[config.mk]
export PLATFORM = sky130hd
export DESIGN_NAME = frio_regs
export DESIGN_NICKNAME = d
export VERILOG_FILES = /design/src/frio_pkg.sv /design/src/frio_pins_if.sv /design/src/frio_pin_ctl.sv /design/src/frio_regs.sv
export SDC_FILE = /design/constraint.sdc
export NUM_CORES = 1
export LEC_CHECK = 0
export ABC_AREA = 0
export BUFFER_PORTS_ARGS = -buffer_cell sky130_fd_sc_hd__buf_4
export CORE_MARGIN = 2
export CORE_UTILIZATION = 51
export DETAILED_ROUTE_END_ITERATION = 8
export PLACE_DENSITY = 0.87
export RECOVER_POWER = 100
export SKIP_LAST_GASP = 1
export SLEW_MARGIN = 20
export SYNTH_ARGS = -nofsm -noshare
export SYNTH_HDL_FRONTEND = slang
export SYNTH_SLANG_ARGS = --single-unit
[constraint.sdc]
create_clock -name clk -period 2.36 [get_ports clk]
set_clock_uncertainty 0.2 [all_clocks]
set_input_delay 0.472 -clock clk [delete_from_list [all_inputs] [get_ports clk]]
set_output_delay 0.472 -clock clk [all_outputs]
set_load 0.05 [all_outputs]
[src/frio_pkg.sv]
`default_nettype none
package frio_pkg;
  localparam int ADDR_W = 8;
  localparam int DATA_W = 32;
  localparam int REG_W = 8;
  // Printed offsets are not all multiples of four: they are indices
  localparam logic [7:0] IDX_IO_PINS = 8'h14;
  localparam logic [7:0] IDX_PACE = 8'h15;
  localparam logic [7:0] IDX_BREATH = 8'h16;
  localparam logic [7:0] IDX_CT_AUG = 8'h18;
  localparam logic [7:0] IDX_CT_BC = 8'h19;
  localparam logic [7:0] IDX_MUX_SEL = 8'h1A;
  localparam logic [7:0] IDX_PIN_STATE = 8'h1B;
  localparam logic [7:0] RST_IO_PINS = 8'h0F;
  localparam logic [7:0] RST_PACE = 8'h00;
  localparam logic [7:0] RST_BREATH = 8'h00;
  localparam logic [7:0] RST_CT_AUG = 8'h00;
  localparam logic [7:0] RST_CT_BC = 8'h00;
  localparam logic [7:0] RST_MUX_SEL = 8'h00;
  localparam logic [7:0] MASK_PACE = 8'h1F;
  localparam logic [7:0] MASK_MUX_SEL = 8'h07;
  localparam int PIN_VAL_LSB = 4;
  localparam int PACE_PD_BIT = 0;
  localparam int PACE_ODD_LSB = 1;
  localparam int PACE_EVEN_LSB = 3;
  localparam int BR_DEMOD_BIT = 7;
  localparam int BR_MOD_BIT = 6;
  localparam int BR_REF_BIT = 5;
  localparam int BR_PH_LSB = 2;
  localparam int BR_CTRL_LSB = 0;
  localparam int CT_PD_A_BIT = 3;
  localparam int CT_PD_C_BIT = 7;
  localparam int CT_PD_B_BIT = 6;
  localparam int CT_SEL_B_LSB = 3;
  localparam int CT_SEL_C_LSB = 0;
  localparam logic [2:0] MUX_NORMAL = 3'h0;
  localparam logic [2:0] MUX_SUPPLY = 3'h3;
  localparam logic [1:0] BREATHING_MEASURE_CTRL_OKAY = 2'h0;
  localparam logic [1:0] BREATHING_MEASURE_CTRL_SLVERR = 2'h2;
  typedef enum logic [1:0] {
    SRC_OPEN = 2'h0,
    SRC_DIFF = 2'h1,
    SRC_MID_SUPPLY = 2'h2,
    SRC_HALF_DIG = 2'h3
  } frio_src_e;
endpackage
`default_nettype wire

[src/frio_pins_if.sv]
`timescale 1ns/1ps
`default_nettype none
interface frio_pins_if;
  logic breathing_measure_ctrl_active;
  logic [3:0] value;
  logic [3:0] dir_in;
  logic [3:0] pin_i;
  logic [3:0] pin_o;
  logic [3:0] pin_oe_n;
  logic [3:0] read_back;
  modport ctl (output breathing_measure_ctrl_active, value, dir_in, input read_back);
  modport pad (input breathing_measure_ctrl_active, value, dir_in, pin_i,
    output pin_o, pin_oe_n, read_back);
endinterface
`default_nettype wire

[src/frio_pin_ctl.sv]
`timescale 1ns/1ps
`default_nettype none
module frio_pin_ctl (
  input wire logic clk,
  input wire logic rst_n,
  frio_pins_if.pad pins
);
  logic [3:0] s1;
  logic [3:0] s2;
  logic [3:0] s3;
  logic [3:0] held;

  // Three stages; a change counts once the last two agree
  always_ff @(posedge clk)
  begin
    if (!rst_n)
    begin
      s1 <= 4'h0;
      s2 <= 4'h0;
      s3 <= 4'h0;
    end
    else
    begin
      s1 <= pins.pin_i;
      s2 <= s1;
      s3 <= s2;
    end
  end

  always_ff @(posedge clk)
  begin
    if (!rst_n)
      held <= 4'h0;
    else
      held <= (s2 & s3) | (held & (s2 | s3));
  end

  always_ff @(posedge clk)
  begin
    if (!rst_n)
    begin
      pins.pin_o <= 4'h0;
      pins.pin_oe_n <= 4'hF;
    end
    else if (pins.breathing_measure_ctrl_active)
    begin
      // Respiration owns the pins; release drive
      pins.pin_o <= 4'h0;
      pins.pin_oe_n <= 4'hF;
    end
    else
    begin
      pins.pin_o <= pins.value;
      pins.pin_oe_n <= pins.dir_in;
    end
  end

  // Outside respiration, inputs show pad level, outputs show driven value; in it, all read 0
  assign pins.read_back = pins.breathing_measure_ctrl_active ? 4'h0 :
    ((held & pins.dir_in) | (pins.value & ~pins.dir_in));
endmodule
`default_nettype wire

[src/frio_regs.sv]
`timescale 1ns/1ps
`default_nettype none
// Functional notes
// - one register: four pin values, four directions
// - respiration enabled hands pins to respiration
// - pace routing two selectors, buffer powerdown
// - pace writes only route and power
// - respiration fields: demod, mod, ref, phase, control
// - central terminal from chosen channel 1-4 inputs
// - augmented lead enables, amp A powerdown, select
// - amp B,C powerdowns and input selects
// - normal electrode passes inputs differentially
// - supply monitor: channel 3 half digital supply
module frio_regs (
  input wire logic clk,
  input wire logic rst_n,
  input wire logic [7:0] s_axi_awaddr,
  input wire logic s_axi_awvalid,
  output logic s_axi_awready,
  input wire logic [31:0] s_axi_wdata,
  input wire logic [3:0] s_axi_wstrb,
  input wire logic s_axi_wvalid,
  output logic s_axi_wready,
  output logic [1:0] s_axi_bresp,
  output logic s_axi_bvalid,
  input wire logic s_axi_bready,
  input wire logic [7:0] s_axi_araddr,
  input wire logic s_axi_arvalid,
  output logic s_axi_arready,
  output logic [31:0] s_axi_rdata,
  output logic [1:0] s_axi_rresp,
  output logic s_axi_rvalid,
  input wire logic s_axi_rready,
  input wire logic [3:0] io_pin_i,
  output logic [3:0] io_pin_o,
  output logic [3:0] io_pin_oe_n,
  output logic [1:0] odd_amp_channel_sel,
  output logic [1:0] even_amp_channel_sel,
  output logic pulse_buffer_powerdown,
  output logic breath_demod_enable,
  output logic breath_mod_enable,
  output logic breath_mod_reference,
  output logic [2:0] breath_phase,
  output logic [1:0] breath_control,
  output logic leg_lead_to_ch6,
  output logic left_arm_lead_to_ch5,
  output logic right_arm_lead_to_ch7,
  output logic right_arm_lead_to_ch4,
  output logic center_amp_a_powerdown,
  output logic [2:0] center_amp_a_select,
  output logic center_amp_b_powerdown,
  output logic [2:0] center_amp_b_select,
  output logic center_amp_c_powerdown,
  output logic [2:0] center_amp_c_select,
  output logic central_terminal_drive,
  output logic [15:0] channel_source
);
  logic [7:0] general_io_pins;
  logic [7:0] pace_amp_routing;
  logic [7:0] breathing_measure_ctrl;
  logic [7:0] center_terminal_aug_lead;
  logic [7:0] center_terminal_b_c;
  logic [7:0] mux_select;
  logic [7:0] aw_addr;
  logic aw_held;
  logic [7:0] w_data;
  logic w_held;
  logic [7:0] next_rdata;
  logic rd_hit;
  logic wr_hit;
  logic wr_fire;
  logic [7:0] wr_idx;
  logic [7:0] rd_idx;
  logic [7:0] pin_state;

  frio_pins_if pins ();

  frio_pin_ctl u_pin_ctl (
    .clk(clk),
    .rst_n(rst_n),
    .pins(pins)
  );

  // Either breath enable claims the pins
  assign pins.breathing_measure_ctrl_active = breathing_measure_ctrl[frio_pkg::BR_DEMOD_BIT]
    | breathing_measure_ctrl[frio_pkg::BR_MOD_BIT];
  assign pins.value = general_io_pins[7:frio_pkg::PIN_VAL_LSB];
  assign pins.dir_in = general_io_pins[frio_pkg::PIN_VAL_LSB-1:0];
  assign pins.pin_i = io_pin_i;
  assign io_pin_o = pins.pin_o;
  assign io_pin_oe_n = pins.pin_oe_n;
  assign pin_state = {4'h0, pins.read_back};

  // Write channel: address and data accepted in either order
  assign s_axi_awready = !aw_held && !s_axi_bvalid;
  assign s_axi_wready = !w_held && !s_axi_bvalid;

  always_ff @(posedge clk)
  begin
    if (!rst_n)
    begin
      aw_held <= 1'b0;
      aw_addr <= 8'h00;
    end
    else if (s_axi_awvalid && s_axi_awready)
    begin
      aw_held <= 1'b1;
      aw_addr <= s_axi_awaddr;
    end
    else if (wr_fire)
      aw_held <= 1'b0;
  end

  always_ff @(posedge clk)
  begin
    if (!rst_n)
    begin
      w_held <= 1'b0;
      w_data <= 8'h00;
    end
    else if (s_axi_wvalid && s_axi_wready)
    begin
      w_held <= 1'b1;
      // Only lane 0 carries register bits
      w_data <= s_axi_wstrb[0] ? s_axi_wdata[7:0] : 8'h00;
    end
    else if (wr_fire)
      w_held <= 1'b0;
  end

  assign wr_fire = aw_held && w_held;
  assign wr_idx = {2'h0, aw_addr[7:2]};

  always_comb
  begin
    case (wr_idx)
      frio_pkg::IDX_IO_PINS,
      frio_pkg::IDX_PACE,
      frio_pkg::IDX_BREATH,
      frio_pkg::IDX_CT_AUG,
      frio_pkg::IDX_CT_BC,
      frio_pkg::IDX_MUX_SEL,
      frio_pkg::IDX_PIN_STATE: wr_hit = (aw_addr[1:0] == 2'h0);
      default: wr_hit = 1'b0;
    endcase
  end

  // A lane-0 strobe low leaves the register unchanged
  logic lane0;
  always_ff @(posedge clk)
  begin
    if (!rst_n)
      lane0 <= 1'b0;
    else if (s_axi_wvalid && s_axi_wready)
      lane0 <= s_axi_wstrb[0];
  end

  always_ff @(posedge clk)
  begin
    if (!rst_n)
    begin
      general_io_pins <= frio_pkg::RST_IO_PINS;
      pace_amp_routing <= frio_pkg::RST_PACE;
      breathing_measure_ctrl <= frio_pkg::RST_BREATH;
      center_terminal_aug_lead <= frio_pkg::RST_CT_AUG;
      center_terminal_b_c <= frio_pkg::RST_CT_BC;
      mux_select <= frio_pkg::RST_MUX_SEL;
    end
    else if (wr_fire && wr_hit && lane0 && aw_addr[1:0] == 2'h0)
    begin
      case (wr_idx)
        frio_pkg::IDX_IO_PINS: general_io_pins <= w_data;
        // Only routing and power bits; no mode change follows
        frio_pkg::IDX_PACE:
          pace_amp_routing <= w_data & frio_pkg::MASK_PACE;
        frio_pkg::IDX_BREATH: breathing_measure_ctrl <= w_data;
        frio_pkg::IDX_CT_AUG: center_terminal_aug_lead <= w_data;
        frio_pkg::IDX_CT_BC: center_terminal_b_c <= w_data;
        frio_pkg::IDX_MUX_SEL:
          mux_select <= w_data & frio_pkg::MASK_MUX_SEL;
        default:
          mux_select <= mux_select;
      endcase
    end
  end

  always_ff @(posedge clk)
  begin
    if (!rst_n)
    begin
      s_axi_bvalid <= 1'b0;
      s_axi_bresp <= frio_pkg::BREATHING_MEASURE_CTRL_OKAY;
    end
    else if (wr_fire)
    begin
      s_axi_bvalid <= 1'b1;
      s_axi_bresp <= wr_hit ? frio_pkg::BREATHING_MEASURE_CTRL_OKAY : frio_pkg::BREATHING_MEASURE_CTRL_SLVERR;
    end
    else if (s_axi_bready)
      s_axi_bvalid <= 1'b0;
  end

  // Read channel: one cycle after the address is taken
  assign s_axi_arready = !s_axi_rvalid;
  assign rd_idx = {2'h0, s_axi_araddr[7:2]};

  always_comb
  begin
    next_rdata = 8'h00;
    rd_hit = (s_axi_araddr[1:0] == 2'h0);
    case (rd_idx)
      frio_pkg::IDX_IO_PINS: next_rdata = general_io_pins;
      frio_pkg::IDX_PACE: next_rdata = pace_amp_routing;
      frio_pkg::IDX_BREATH: next_rdata = breathing_measure_ctrl;
      frio_pkg::IDX_CT_AUG: next_rdata = center_terminal_aug_lead;
      frio_pkg::IDX_CT_BC: next_rdata = center_terminal_b_c;
      frio_pkg::IDX_MUX_SEL: next_rdata = mux_select;
      frio_pkg::IDX_PIN_STATE: next_rdata = pin_state;
      default: rd_hit = 1'b0;
    endcase
  end

  always_ff @(posedge clk)
  begin
    if (!rst_n)
    begin
      s_axi_rvalid <= 1'b0;
      s_axi_rdata <= 32'h0000_0000;
      s_axi_rresp <= frio_pkg::BREATHING_MEASURE_CTRL_OKAY;
    end
    else if (s_axi_arvalid && s_axi_arready)
    begin
      s_axi_rvalid <= 1'b1;
      // Upper bits always zero; narrow registers sit low
      s_axi_rdata <= {24'h00_0000, rd_hit ? next_rdata : 8'h00};
      s_axi_rresp <= rd_hit ? frio_pkg::BREATHING_MEASURE_CTRL_OKAY : frio_pkg::BREATHING_MEASURE_CTRL_SLVERR;
    end
    else if (s_axi_rready)
      s_axi_rvalid <= 1'b0;
  end

  always_ff @(posedge clk)
  begin
    if (!rst_n)
    begin
      pulse_buffer_powerdown <= 1'b0;
      odd_amp_channel_sel <= 2'h0;
      even_amp_channel_sel <= 2'h0;
    end
    else
    begin
      pulse_buffer_powerdown <=
        pace_amp_routing[frio_pkg::PACE_PD_BIT];
      odd_amp_channel_sel <=
        pace_amp_routing[frio_pkg::PACE_ODD_LSB +: 2];
      even_amp_channel_sel <=
        pace_amp_routing[frio_pkg::PACE_EVEN_LSB +: 2];
    end
  end

  always_ff @(posedge clk)
  begin
    if (!rst_n)
    begin
      breath_demod_enable <= 1'b0;
      breath_mod_enable <= 1'b0;
      breath_mod_reference <= 1'b0;
      breath_phase <= 3'h0;
      breath_control <= 2'h0;
    end
    else
    begin
      breath_demod_enable <=
        breathing_measure_ctrl[frio_pkg::BR_DEMOD_BIT];
      breath_mod_enable <=
        breathing_measure_ctrl[frio_pkg::BR_MOD_BIT];
      breath_mod_reference <=
        breathing_measure_ctrl[frio_pkg::BR_REF_BIT];
      breath_phase <=
        breathing_measure_ctrl[frio_pkg::BR_PH_LSB +: 3];
      breath_control <=
        breathing_measure_ctrl[frio_pkg::BR_CTRL_LSB +: 2];
    end
  end

  always_ff @(posedge clk)
  begin
    if (!rst_n)
    begin
      leg_lead_to_ch6 <= 1'b0;
      left_arm_lead_to_ch5 <= 1'b0;
      right_arm_lead_to_ch7 <= 1'b0;
      right_arm_lead_to_ch4 <= 1'b0;
      center_amp_a_powerdown <= 1'b0;
      center_amp_a_select <= 3'h0;
      center_amp_b_powerdown <= 1'b0;
      center_amp_b_select <= 3'h0;
      center_amp_c_powerdown <= 1'b0;
      center_amp_c_select <= 3'h0;
      central_terminal_drive <= 1'b0;
    end
    else
    begin
      leg_lead_to_ch6 <= center_terminal_aug_lead[7];
      left_arm_lead_to_ch5 <= center_terminal_aug_lead[6];
      right_arm_lead_to_ch7 <= center_terminal_aug_lead[5];
      right_arm_lead_to_ch4 <= center_terminal_aug_lead[4];
      center_amp_a_powerdown <=
        center_terminal_aug_lead[frio_pkg::CT_PD_A_BIT];
      center_amp_a_select <= center_terminal_aug_lead[2:0];
      center_amp_c_powerdown <=
        center_terminal_b_c[frio_pkg::CT_PD_C_BIT];
      center_amp_b_powerdown <=
        center_terminal_b_c[frio_pkg::CT_PD_B_BIT];
      center_amp_b_select <=
        center_terminal_b_c[frio_pkg::CT_SEL_B_LSB +: 3];
      center_amp_c_select <=
        center_terminal_b_c[frio_pkg::CT_SEL_C_LSB +: 3];
      // Selects pick any of the 8 ch1-4 inputs; drive while any amp is up
      central_terminal_drive <=
        !(center_terminal_aug_lead[frio_pkg::CT_PD_A_BIT]
        && center_terminal_b_c[frio_pkg::CT_PD_B_BIT]
        && center_terminal_b_c[frio_pkg::CT_PD_C_BIT]);
    end
  end

  // Per-channel input source, 2 bits per channel, channel 1 lowest
  always_ff @(posedge clk)
  begin
    if (!rst_n)
      channel_source <= 16'h0000;
    else
    begin
      for (int ch = 0; ch < 8; ch++)
      begin
        if (mux_select[2:0] == frio_pkg::MUX_NORMAL)
          channel_source[2*ch +: 2] <= frio_pkg::SRC_DIFF;
        else if (mux_select[2:0] == frio_pkg::MUX_SUPPLY)
          channel_source[2*ch +: 2] <= (ch == 2) ?
            frio_pkg::SRC_HALF_DIG : frio_pkg::SRC_MID_SUPPLY;
        else
          channel_source[2*ch +: 2] <= frio_pkg::SRC_OPEN;
      end
    end
  end
endmodule
`default_nettype wire
==> out/metrics.cfg, run 1 <==
[floorplanning]
die_width_um = 103
ioPinCount = 158
die-height_um = 103
row_count = 36
die_area_um2 = 10600
start_util_pct = 52.0
core_um2 = 9640

[cts]
cts_max_path_buffers = 2
path_clk_slew_ns = 0.06
cts_tree = done
ctsRootBufferMaster = clkbuf_8
cts-htree-levels = 4
clk_latency_ns = 0.52
numClockSinks = 128
cts_buffers = 17

[detailed_routing]
first_pass_iters = 5
drt_iter0_markers = 168
routedWlPerCell_um = 15.3
drc = 0
antenna_left = 0
finalWirelength_mm = 12.1
vias = 4053
via_per_inst = 5.14

[yosys]
postSynthAreaPerCell_um2 = 9.35
ys_types = 51
synth-edff-count = 0
synthCells = 536
synth_warnings = 0
yosysSeqAreaShare_pct = 51.1
synth_seq_cells = 128
synth_flop_cell = dfxtp_1
async_flop_share_pct = 0
syn_area_um2 = 5010

[place]
io_buffers = 104
gp_congestion = 0.896
dp.final_hpwl_mm = 8.45

[setup_path]
critPathLaunch = channel_source[14]
r2r_slack_ns = 0.26
r2r_end = breathing_measure_ctrl[1]
cp.required_ns = 1.69
cp_max_fo = 7
r2r-start = aw_addr[0]
rr_worst_depth = 5
crit_path_end_kind = primary output
path_class = reg2out
max_stage_delay_ns = 0.50
path_delay_family = buffers and inverters
slowest_stage = clkbuf_1
cp.arrival_ns = 1.45
worst-path-buf-inv = 1
start_kind = flop
path_cells = clkbuf_1

[finish]
final_common_cell = dfxtp_1
fillCellCount = 859
fin_nets = 706
final_cell_mix = dfxtp_1 (128), nand2_1 (86), clkbuf_1 (66), mux2i_1 (39), buf_4 (38)
antenna_cells = 0
regArea_um2 = 2560
multi_input_area_um2 = 2010
area_growth_pct = 22.5
drive_gt1_share_pct = 13.6

[timing]
finalMaxSlewViolations = 0
finalSetupViolations = 0
max-slew-margin-rel_pct = 23.0
rsz0062_at_grt = no
tns_ns = 0
worstMarginPinSlew_ns = 1.15
finalHoldViolations = 0
fin_crit_sh_pct = 89.9
max_freq_mhz = 471
hold_ws_ns = 0.0109
period_needed_ns = 2.12

[global_route]
grt_max_degree = 64
grt_pass1_vias = 3849
antenna_found_initial = 0
gr-total-overflow = 0
grt_pass1_wl_mm = 18.7
grt_usage_pct = 23.3

[pwr]
peakVddDrop_v = 0.000364
powerDensity_nw_per_um2 = 824
p_leak_uw = 0.00284

[worst_hold_path]
worstHoldEndpoint = s_axi_bvalid
hold_path_class = in2reg
hp-start = s_axi_bready
hold_depth = 3

[run_status]
outcome = complete, no violations

[job]
cap_viol_max_count = 0

what timing repair did:
item | CTS | global route
hold buffers | 11 | 0
setup endpoints to repair | 0 | 0
setup buffers | 0 | 0
resized for setup | 0 | 0
hold endpoints to repair | 11 | 0
stage by stage:
step	util (%)	cells	setup WS (ns)	cell area, um2	power, uW
finish	63.7	789	0.238	6140	5060
global route	63.7	789	0.165	6140	5190
CTS	66.7	789	0.379	6430	5100
detailed placement	59.7	746	0.142	5760	2660
global placement	59.7	746	0.180	5760	2650
floorplan	-	561	0.131	5100	2580
final cells by class:
type | instances | share of cell area, %
repair buffers | 128 | 11.6
inverters | 34 | 2.08
clock buffers | 19 | 6.87
multi-input cells | 334 | 32.7
flip-flops and latches | 128 | 41.8
clock inverters | 13 | 2.26
well taps | 133 | 2.71
cell usage after synthesis (all sizes together), types with 2 or more instances:
cell | count | share of area (%)
a2111oi | 6 | 1.2
a21oi | 30 | 3.0
a221oi | 2 | 0.35
a31oi | 2 | 0.25
and2 | 24 | 3.0
and3 | 16 | 2.0
and3b | 4 | 0.70
and4 | 2 | 0.35
and4bb | 2 | 0.50
buf | 50 | 6.9
clkbuf | 15 | 1.1
dfxtp | 128 | 51
inv | 34 | 2.5
mux2i | 39 | 7.8
nand2 | 86 | 6.4
nand2b | 13 | 1.6
nand3 | 16 | 1.6
nand3b | 14 | 2.1
nand4b | 2 | 0.47
nand4bb | 2 | 0.45
nor2 | 4 | 0.35
nor2b | 3 | 0.37
nor3 | 5 | 0.72
nor4 | 2 | 0.25
nor4b | 2 | 0.35
o211ai | 2 | 0.30
o21ai | 17 | 1.7
per-layer routing:
layer | part of all wire [%] | global-route usage [%]
met2 | 50 | 40.1
met1 | 41 | 28.1
met5 | 0 | 0
met3 | 7.2 | 5.22
met4 | 1.7 | 9.92
worst max path at each step:
stage,endpoint,slack (ns),depth (start not counted)
finish,channel_source[14],0.24,1
global route,breathing_measure_ctrl[5],0.16,5
CTS,s_axi_awready,0.38,2
detailed placement,s_axi_rdata[3],0.14,6
global placement,s_axi_rdata[3],0.18,6
floorplan,w_data[0],0.13,5
sequential cells by signal, indices dropped and copies added (netlist names), 2 cells and up:
| register | count |
|---|---|
| aw_addr | 8 |
| u_pin_ctl.pins.pin_o | 4 |
| u_pin_ctl.held | 4 |
| s_axi_rdata | 8 |
| w_data | 8 |
| general_io_pins | 8 |
| channel_source | 3 |
| odd_amp_channel_sel | 2 |
| breath_control | 2 |
| u_pin_ctl.s3 | 4 |
| center_terminal_b_c | 8 |
| u_pin_ctl.s2 | 4 |
| center_amp_b_select | 3 |
| even_amp_channel_sel | 2 |
| breath_phase | 3 |
| u_pin_ctl.s1 | 4 |
| center_terminal_aug_lead | 8 |
| breathing_measure_ctrl | 8 |
| center_amp_c_select | 3 |
| pace_amp_routing | 5 |
| center_amp_a_select | 3 |
| mux_select | 3 |
| u_pin_ctl.pins.pin_oe_n | 4 |
cells by family (layout without fill, tap and decap cells):
group                  Yosys count  in the layout  share of synthesized area [%]
multiplexers                    39             39                           7.79
other                            1             26                         0.0748
AND/OR/NAND/NOR                202            202                           22.2
buffers and inverters           99            194                           10.6
AO/OA/AOI/OAI                   67             67                           8.16
flip-flops                     128            128                           51.1
where the power goes:
group	total, uW	switching [uW]	leakage [uW]	internal [uW]
Combinational	386	281	0.00153	105
Clock	2440	944	0.000272	1500
Sequential	2220	27.8	0.00104	2200
Note: power is estimated with default switching activity, not from simulation.
==> run 2: changes to the inputs <==
--- a/config.mk
+++ b/config.mk
@@ -7,8 +7,10 @@
 export LEC_CHECK = 0
 export ABC_AREA = 0
 export BUFFER_PORTS_ARGS = -buffer_cell sky130_fd_sc_hd__buf_4
+export CELL_PAD_IN_SITES_DETAIL_PLACEMENT = 1
+export CELL_PAD_IN_SITES_GLOBAL_PLACEMENT = 2
 export CORE_MARGIN = 2
-export CORE_UTILIZATION = 51
+export CORE_UTILIZATION = 30
 export DETAILED_ROUTE_END_ITERATION = 8
 export PLACE_DENSITY = 0.87
 export RECOVER_POWER = 100
==> out/metrics.cfg, run 2 (synthesized netlist as in run 1, its figures left out) <==
[detailed_routing]
drt_iter0_markers = 209  ; +24%
antenna_left = 0  ; unchanged
first_pass_iters = 4  ; -1
finalWirelength_mm = 13.5  ; +12%
routedWlPerCell_um = 15.7  ; +2.4%
drc = 0  ; unchanged
vias = 3919  ; -3.3%
via_per_inst = 4.56  ; -11%

[timing]
period_needed_ns = 2.11  ; -0.0164 ns
worstMarginPinSlew_ns = 0.898  ; -0.257 ns
fin_crit_sh_pct = 89.2  ; -0.70 points
tns_ns = 0  ; unchanged
hold_ws_ns = 0.0650  ; +0.0541 ns
max_freq_mhz = 475  ; +0.78%
finalSetupViolations = 0  ; unchanged
rsz0062_at_grt = no
finalHoldViolations = 0  ; unchanged
finalMaxSlewViolations = 0  ; unchanged
max-slew-margin-rel_pct = 40.1  ; +17 points

[pwr]
p_sw_share_pct = 23.6  ; -1.1 points
internal-power_uw = 3950  ; +3.8%
clock_power_share_pct = 49.8  ; +1.4 points
total_power_uw = 5170  ; +2.3%
seq_power_share_pct = 43.1  ; -0.9 points
powerDensity_nw_per_um2 = 843  ; +2.3%
peakVddDrop_v = 0.000477  ; +31%
p_sw_uw = 1220  ; -2.4%
p_leak_uw = 0.00275  ; -3.2%
comb_power_share_pct = 7.1  ; -0.5 points

[cts]
postCtsResizedCells = 0  ; unchanged
cts_buffers = 17  ; unchanged
cts-htree-levels = 4  ; unchanged
post_cts_buffers = 0  ; unchanged
numClockSinks = 128  ; unchanged
ctsRootBufferMaster = clkbuf_16
clk_latency_ns = 0.41  ; -0.11 ns
path_clk_slew_ns = 0.05  ; about the same
cts_max_path_buffers = 2  ; unchanged
cts_tree = done
ctsHoldBuffers = 0  ; -11

[floorplanning]
die-height_um = 133  ; +29%
die_width_um = 133  ; +29%
ioPinCount = 158  ; unchanged
start_util_pct = 30.4  ; -22 points
die_area_um2 = 17800  ; +67%
core_um2 = 16500  ; +71%
row_count = 47  ; +31%

[global_route]
antenna_found_initial = 0  ; unchanged
grt_pass1_wl_mm = 21.3  ; +14%
grt_max_degree = 64  ; unchanged
grt_usage_pct = 15.4  ; -8.0 points
grt_pass1_vias = 4020  ; +4.4%
gr-total-overflow = 0  ; unchanged

[worst_hold_path]
hold_path_class = in2reg

[setup_path]
cp.required_ns = 1.69  ; about the same
crit_path_end_kind = primary output
r2r_slack_ns = 0.31  ; +0.05 ns
path_class = reg2out
cp.arrival_ns = 1.43  ; -0.02 ns
cp_max_fo = 4  ; -3
start_kind = flop

[finish]
drive_gt1_share_pct = 11.3  ; -2.3 points
fin_nets = 691  ; -2.1%
final_cell_mix = dfxtp_1 (128), nand2_1 (86), clkbuf_1 (77), mux2i_1 (39), buf_4 (36)
fin_cells = 860  ; +9.0%
area_growth_pct = 22.5  ; about the same
final_common_cell = dfxtp_1
antenna_cells = 0  ; unchanged

[run_status]
outcome = complete, no violations

[job]
cap_viol_max_count = 0  ; unchanged

[place]
place_inst = 829  ; +11%
dp.final_hpwl_mm = 10.0  ; +19%
io_buffers = 104  ; unchanged
gp_congestion = 0.859  ; -4.2%

## run 2: cell types whose count changed in the layout (fill, tap and decap cells not counted), sizes merged
cell         change
clkinvlp         +1
clkbuf           +1
clkinv           -5
inv              -1
dlygate4sd3     -11
buf              -1
## run 2: routing by layer
metal | vias up | track usage, % | part of all wire [%]
met2 | 115 | 25.7 | 48
met4 | 0 | 6.09 | 1.9
met5 | - | 0 | 0
met3 | 24 | 3.65 | 5.5
li1 | 1930 | - | -
met1 | 1850 | 19.2 | 45
## run 2: final timing paths
path / depth (start not counted) / start / to
max: 2 / s_axi_bvalid / s_axi_awready
min: 2 / io_pin_i[2] / u_pin_ctl.s1[2]
max reg2reg: 4 / aw_addr[0] / pace_amp_routing[2]
min reg2reg: 1 / u_pin_ctl.s1[0] / u_pin_ctl.s2[0]
## run 2: power groups by stage
stage                     Combinational (uW)  Sequential, uW  Clock (uW)
after floorplan                          292            2290           0
after global placement                   382            2270           0
after detailed placement                 390            2270           0
after CTS                                392            2230        2630
after global routing                     397            2230        2730
final                                    370            2230        2580
## run 2: layout make-up
class                           count  area (um2)
Timing Repair Buffer              113         577
Clock buffer                       23         488
Fill cell                        1955       10300
Sequential cell                   128        2560
Inverter                           34         128
Multi-Input combinational cell    334        2000
Clock inverter                      8         105
Tap cell                          220         275
## run 2: critical path, cell delays in order (launching register included)
cell	delay, ns
dfxtp_1	0.35
nor2_1	0.19
clkbuf_1	0.49
## run 2: per-stage QoR
| step | setup WS, ns | util [%] | cell area [um2] |
|---|---|---|---|
| 2_1_floorplan | 0.131 | - | 5100 |
| 3_5_place_dp | 0.133 | 35.4 | 5840 |
| 5_1_grt | 0.208 | 37.3 | 6140 |
| 3_3_place_gp | 0.257 | 35.4 | 5840 |
| 4_1_cts | 0.414 | 39.0 | 6430 |
| 6_report | 0.255 | 37.3 | 6140 |
==> run 3: changes to the inputs <==
--- a/config.mk
+++ b/config.mk
@@ -10,12 +10,14 @@
 export CELL_PAD_IN_SITES_DETAIL_PLACEMENT = 1
 export CELL_PAD_IN_SITES_GLOBAL_PLACEMENT = 2
 export CORE_MARGIN = 2
-export CORE_UTILIZATION = 30
+export CORE_UTILIZATION = 31
+export CTS_BUF_LIST = sky130_fd_sc_hd__clkbuf_8
 export DETAILED_ROUTE_END_ITERATION = 8
-export PLACE_DENSITY = 0.87
+export PLACE_DENSITY = 0.89
 export RECOVER_POWER = 100
 export SKIP_LAST_GASP = 1
 export SLEW_MARGIN = 20
 export SYNTH_ARGS = -nofsm -noshare
 export SYNTH_HDL_FRONTEND = slang
+export SYNTH_HIERARCHICAL = 1
 export SYNTH_SLANG_ARGS = --single-unit
==> out/metrics.cfg, run 3 <==
[global_route]
grt_pass1_wl_mm = 20.6  ; -3.3%
grt_max_degree = 44  ; -31%
grt_usage_pct = 15.9  ; +0.53 points
antenna_found_initial = 0  ; unchanged
gr-total-overflow = 0  ; unchanged
grt_pass1_vias = 3857  ; -4.1%

[yosys]
yosysSeqAreaShare_pct = 51.6  ; +0.50 points
async_flop_share_pct = 0  ; unchanged
ys_types = 48  ; -5.9%
synth.area.top_cells = dfxtp_1 (52%), nand2_1 (7.2%), buf_4 (6.1%)
synthCells = 523  ; -2.4%
synth_seq_cells = 128  ; unchanged
synthTopCellsByCount = dfxtp_1 (128), nand2_1 (95), and2_1 (45)
postSynthAreaPerCell_um2 = 9.49  ; +1.5%
synth_largest_area_cell = dfxtp_1
synth_warnings = 6  ; +6
synth_most_common_cell = dfxtp_1
netlist.area_leader.share_pct = 51.6  ; +0.50 points
syn_area_um2 = 4960  ; -0.97%
synth-edff-count = 0  ; unchanged
synth_flop_cell = dfxtp_1

[cts]
clk_latency_ns = 0.44  ; +0.03 ns
numClockSinks = 128  ; unchanged
cts_max_path_buffers = 2  ; unchanged
ctsHoldBuffers = 0  ; unchanged
cts_buffers = 17  ; unchanged
post_cts_buffers = 0  ; unchanged
path_clk_slew_ns = 0.07  ; +0.02 ns
postCtsResizedCells = 0  ; unchanged
cts_tree = done
cts-htree-levels = 4  ; unchanged
ctsRootBufferMaster = clkbuf_8

[timing]
finalMaxSlewViolations = 0  ; unchanged
tns_ns = 0  ; unchanged
finalSetupViolations = 0  ; unchanged
max-slew-margin-rel_pct = 38.3  ; -1.8 points
worstMarginPinSlew_ns = 0.926  ; +0.0276 ns
rsz0062_at_grt = no
period_needed_ns = 2.05  ; -0.0566 ns
finalHoldViolations = 0  ; unchanged
fin_crit_sh_pct = 86.8  ; -2.4 points
max_freq_mhz = 488  ; +2.8%

[place]
gp_congestion = 0.812  ; -5.4%
place_inst = 818  ; -1.3%
dp.final_hpwl_mm = 9.99  ; -0.54%
io_buffers = 104  ; unchanged

[finish]
fin_util_pct = 37.2  ; -0.085 points
fin_cells = 849  ; -1.3%
multi_input_area_um2 = 1980  ; -1.2%
regArea_um2 = 2560  ; unchanged
antenna_cells = 0  ; unchanged
fin_nets = 684  ; -1.0%
final_cell_mix = dfxtp_1 (128), nand2_1 (95), clkbuf_1 (73), buf_4 (44)
drive_gt1_share_pct = 14.1  ; +2.8 points
final_common_cell = dfxtp_1
area_growth_pct = 18.2
fillCellCount = 1909  ; -2.4%

[setup_path]
path_cells = clkbuf_1
cp.arrival_ns = 1.38  ; -0.05 ns
crit_path_end_kind = primary output
cp_max_fo = 7  ; +3
start_kind = flop
cp.required_ns = 1.69  ; about the same
path_delay_family = buffers and inverters
slowest_stage = clkbuf_1
path_class = reg2out
worst-path-buf-inv = 1  ; unchanged
max_stage_delay_ns = 0.51  ; +0.02 ns

[detailed_routing]
routedWlPerCell_um = 15.7  ; about the same
first_pass_iters = 4  ; unchanged
finalWirelength_mm = 13.3  ; -1.4%
via_per_inst = 4.65  ; +2.0%
antenna_left = 0  ; unchanged
vias = 3946  ; +0.69%
drt_iter0_markers = 190  ; -9.1%
drc = 0  ; unchanged

[floorplanning]
die-height_um = 131  ; -2.0%
die_width_um = 131  ; -2.0%
die_area_um2 = 17000  ; -4.0%
core_um2 = 15800  ; -4.2%
ioPinCount = 158  ; unchanged
row_count = 46  ; -2.1%
start_util_pct = 31.5  ; +1.0 points

[run_status]
outcome = complete, no violations

[pwr]
powerDensity_nw_per_um2 = 789  ; -6.3%
peakVddDrop_v = 0.000309  ; -35%
p_leak_uw = 0.00218  ; -21%

[job]
cap_viol_max_count = 0  ; unchanged

[worst_hold_path]
hold_path_class = in2reg

-- run 3: cell count changes after synthesis, moves of 7 or more --
| cell | before | now |
|---|---|---|
| o21ai_2 | 0 | 15 |
| inv_1 | 34 | 2 |
| nand3b_1 | 14 | 2 |
| a21oi_1 | 30 | 23 |
| and2_1 | 24 | 45 |
| mux2i_1 | 39 | 13 |
| a22o_1 | 0 | 12 |
| a221oi_1 | 2 | 12 |
| nand2_1 | 86 | 95 |
| and3_1 | 16 | 2 |
-- run 3: worst paths after layout --
kind                       from                   endpoint  slack (ns)  depth (start not counted)
max          channel_source[14]         channel_source[10]        0.31                          1
min                 io_pin_i[3]            u_pin_ctl/s1[3]        0.05                          2
max reg2reg              w_held  breathing_measure_ctrl[6]        0.36                          5
min reg2reg     u_pin_ctl/s1[3]            u_pin_ctl/s2[3]        0.24                          1
-- run 3: power breakdown --
group          switching (uW)  internal (uW)  leakage (uW)  total [uW]
Combinational             278           95.3      0.000927         374
Clock                     843           1190      0.000215        2030
Sequential               30.3           2190       0.00104        2220
Total                    1150           3480       0.00218        4630
-- run 3: area by class of cell --
type                    count  share of cell area, %
well taps                 216                   4.61
clock buffers              19                   4.46
multi-input cells         352                   33.7
clock inverters            12                   2.84
flip-flops and latches    128                   43.7
repair buffers            119                   10.5
inverters                   3                  0.192
-- run 3: per-layer routing --
metal | global-route usage (%) | routed length (um) | up-vias
met4 | 6.45 | 325 | 0
met3 | 4.40 | 725 | 18
met2 | 25.5 | 6320 | 124
li1 | - | - | 1925
met1 | 20.3 | 5920 | 1879
met5 | 0 | 0 | -
-- run 3: metrics by stage --
step / area, um2 / worst slack (ns) / total power (uW) / hold slack, ns
3_5_place_dp: 5800 / 0.271 / 2670 / 0.240
3_3_place_gp: 5800 / 0.327 / 2660 / 0.215
5_1_grt: 5870 / 0.198 / 4830 / 0.0145
4_1_cts: 6230 / 0.389 / 4720 / 0.00334
6_report: 5870 / 0.311 / 4630 / 0.0482
2_1_floorplan: 5060 / 0.131 / 2590 / 0.212
-- run 3: logic make-up after synthesis --
family / Yosys count / share of synthesized area [%]
mux: 15 / 3.08
compound gates: 100 / 14.1
other cells: 1 / 0.0756
buf+inv: 68 / 8.60
simple gates: 211 / 22.5
flops: 128 / 51.6
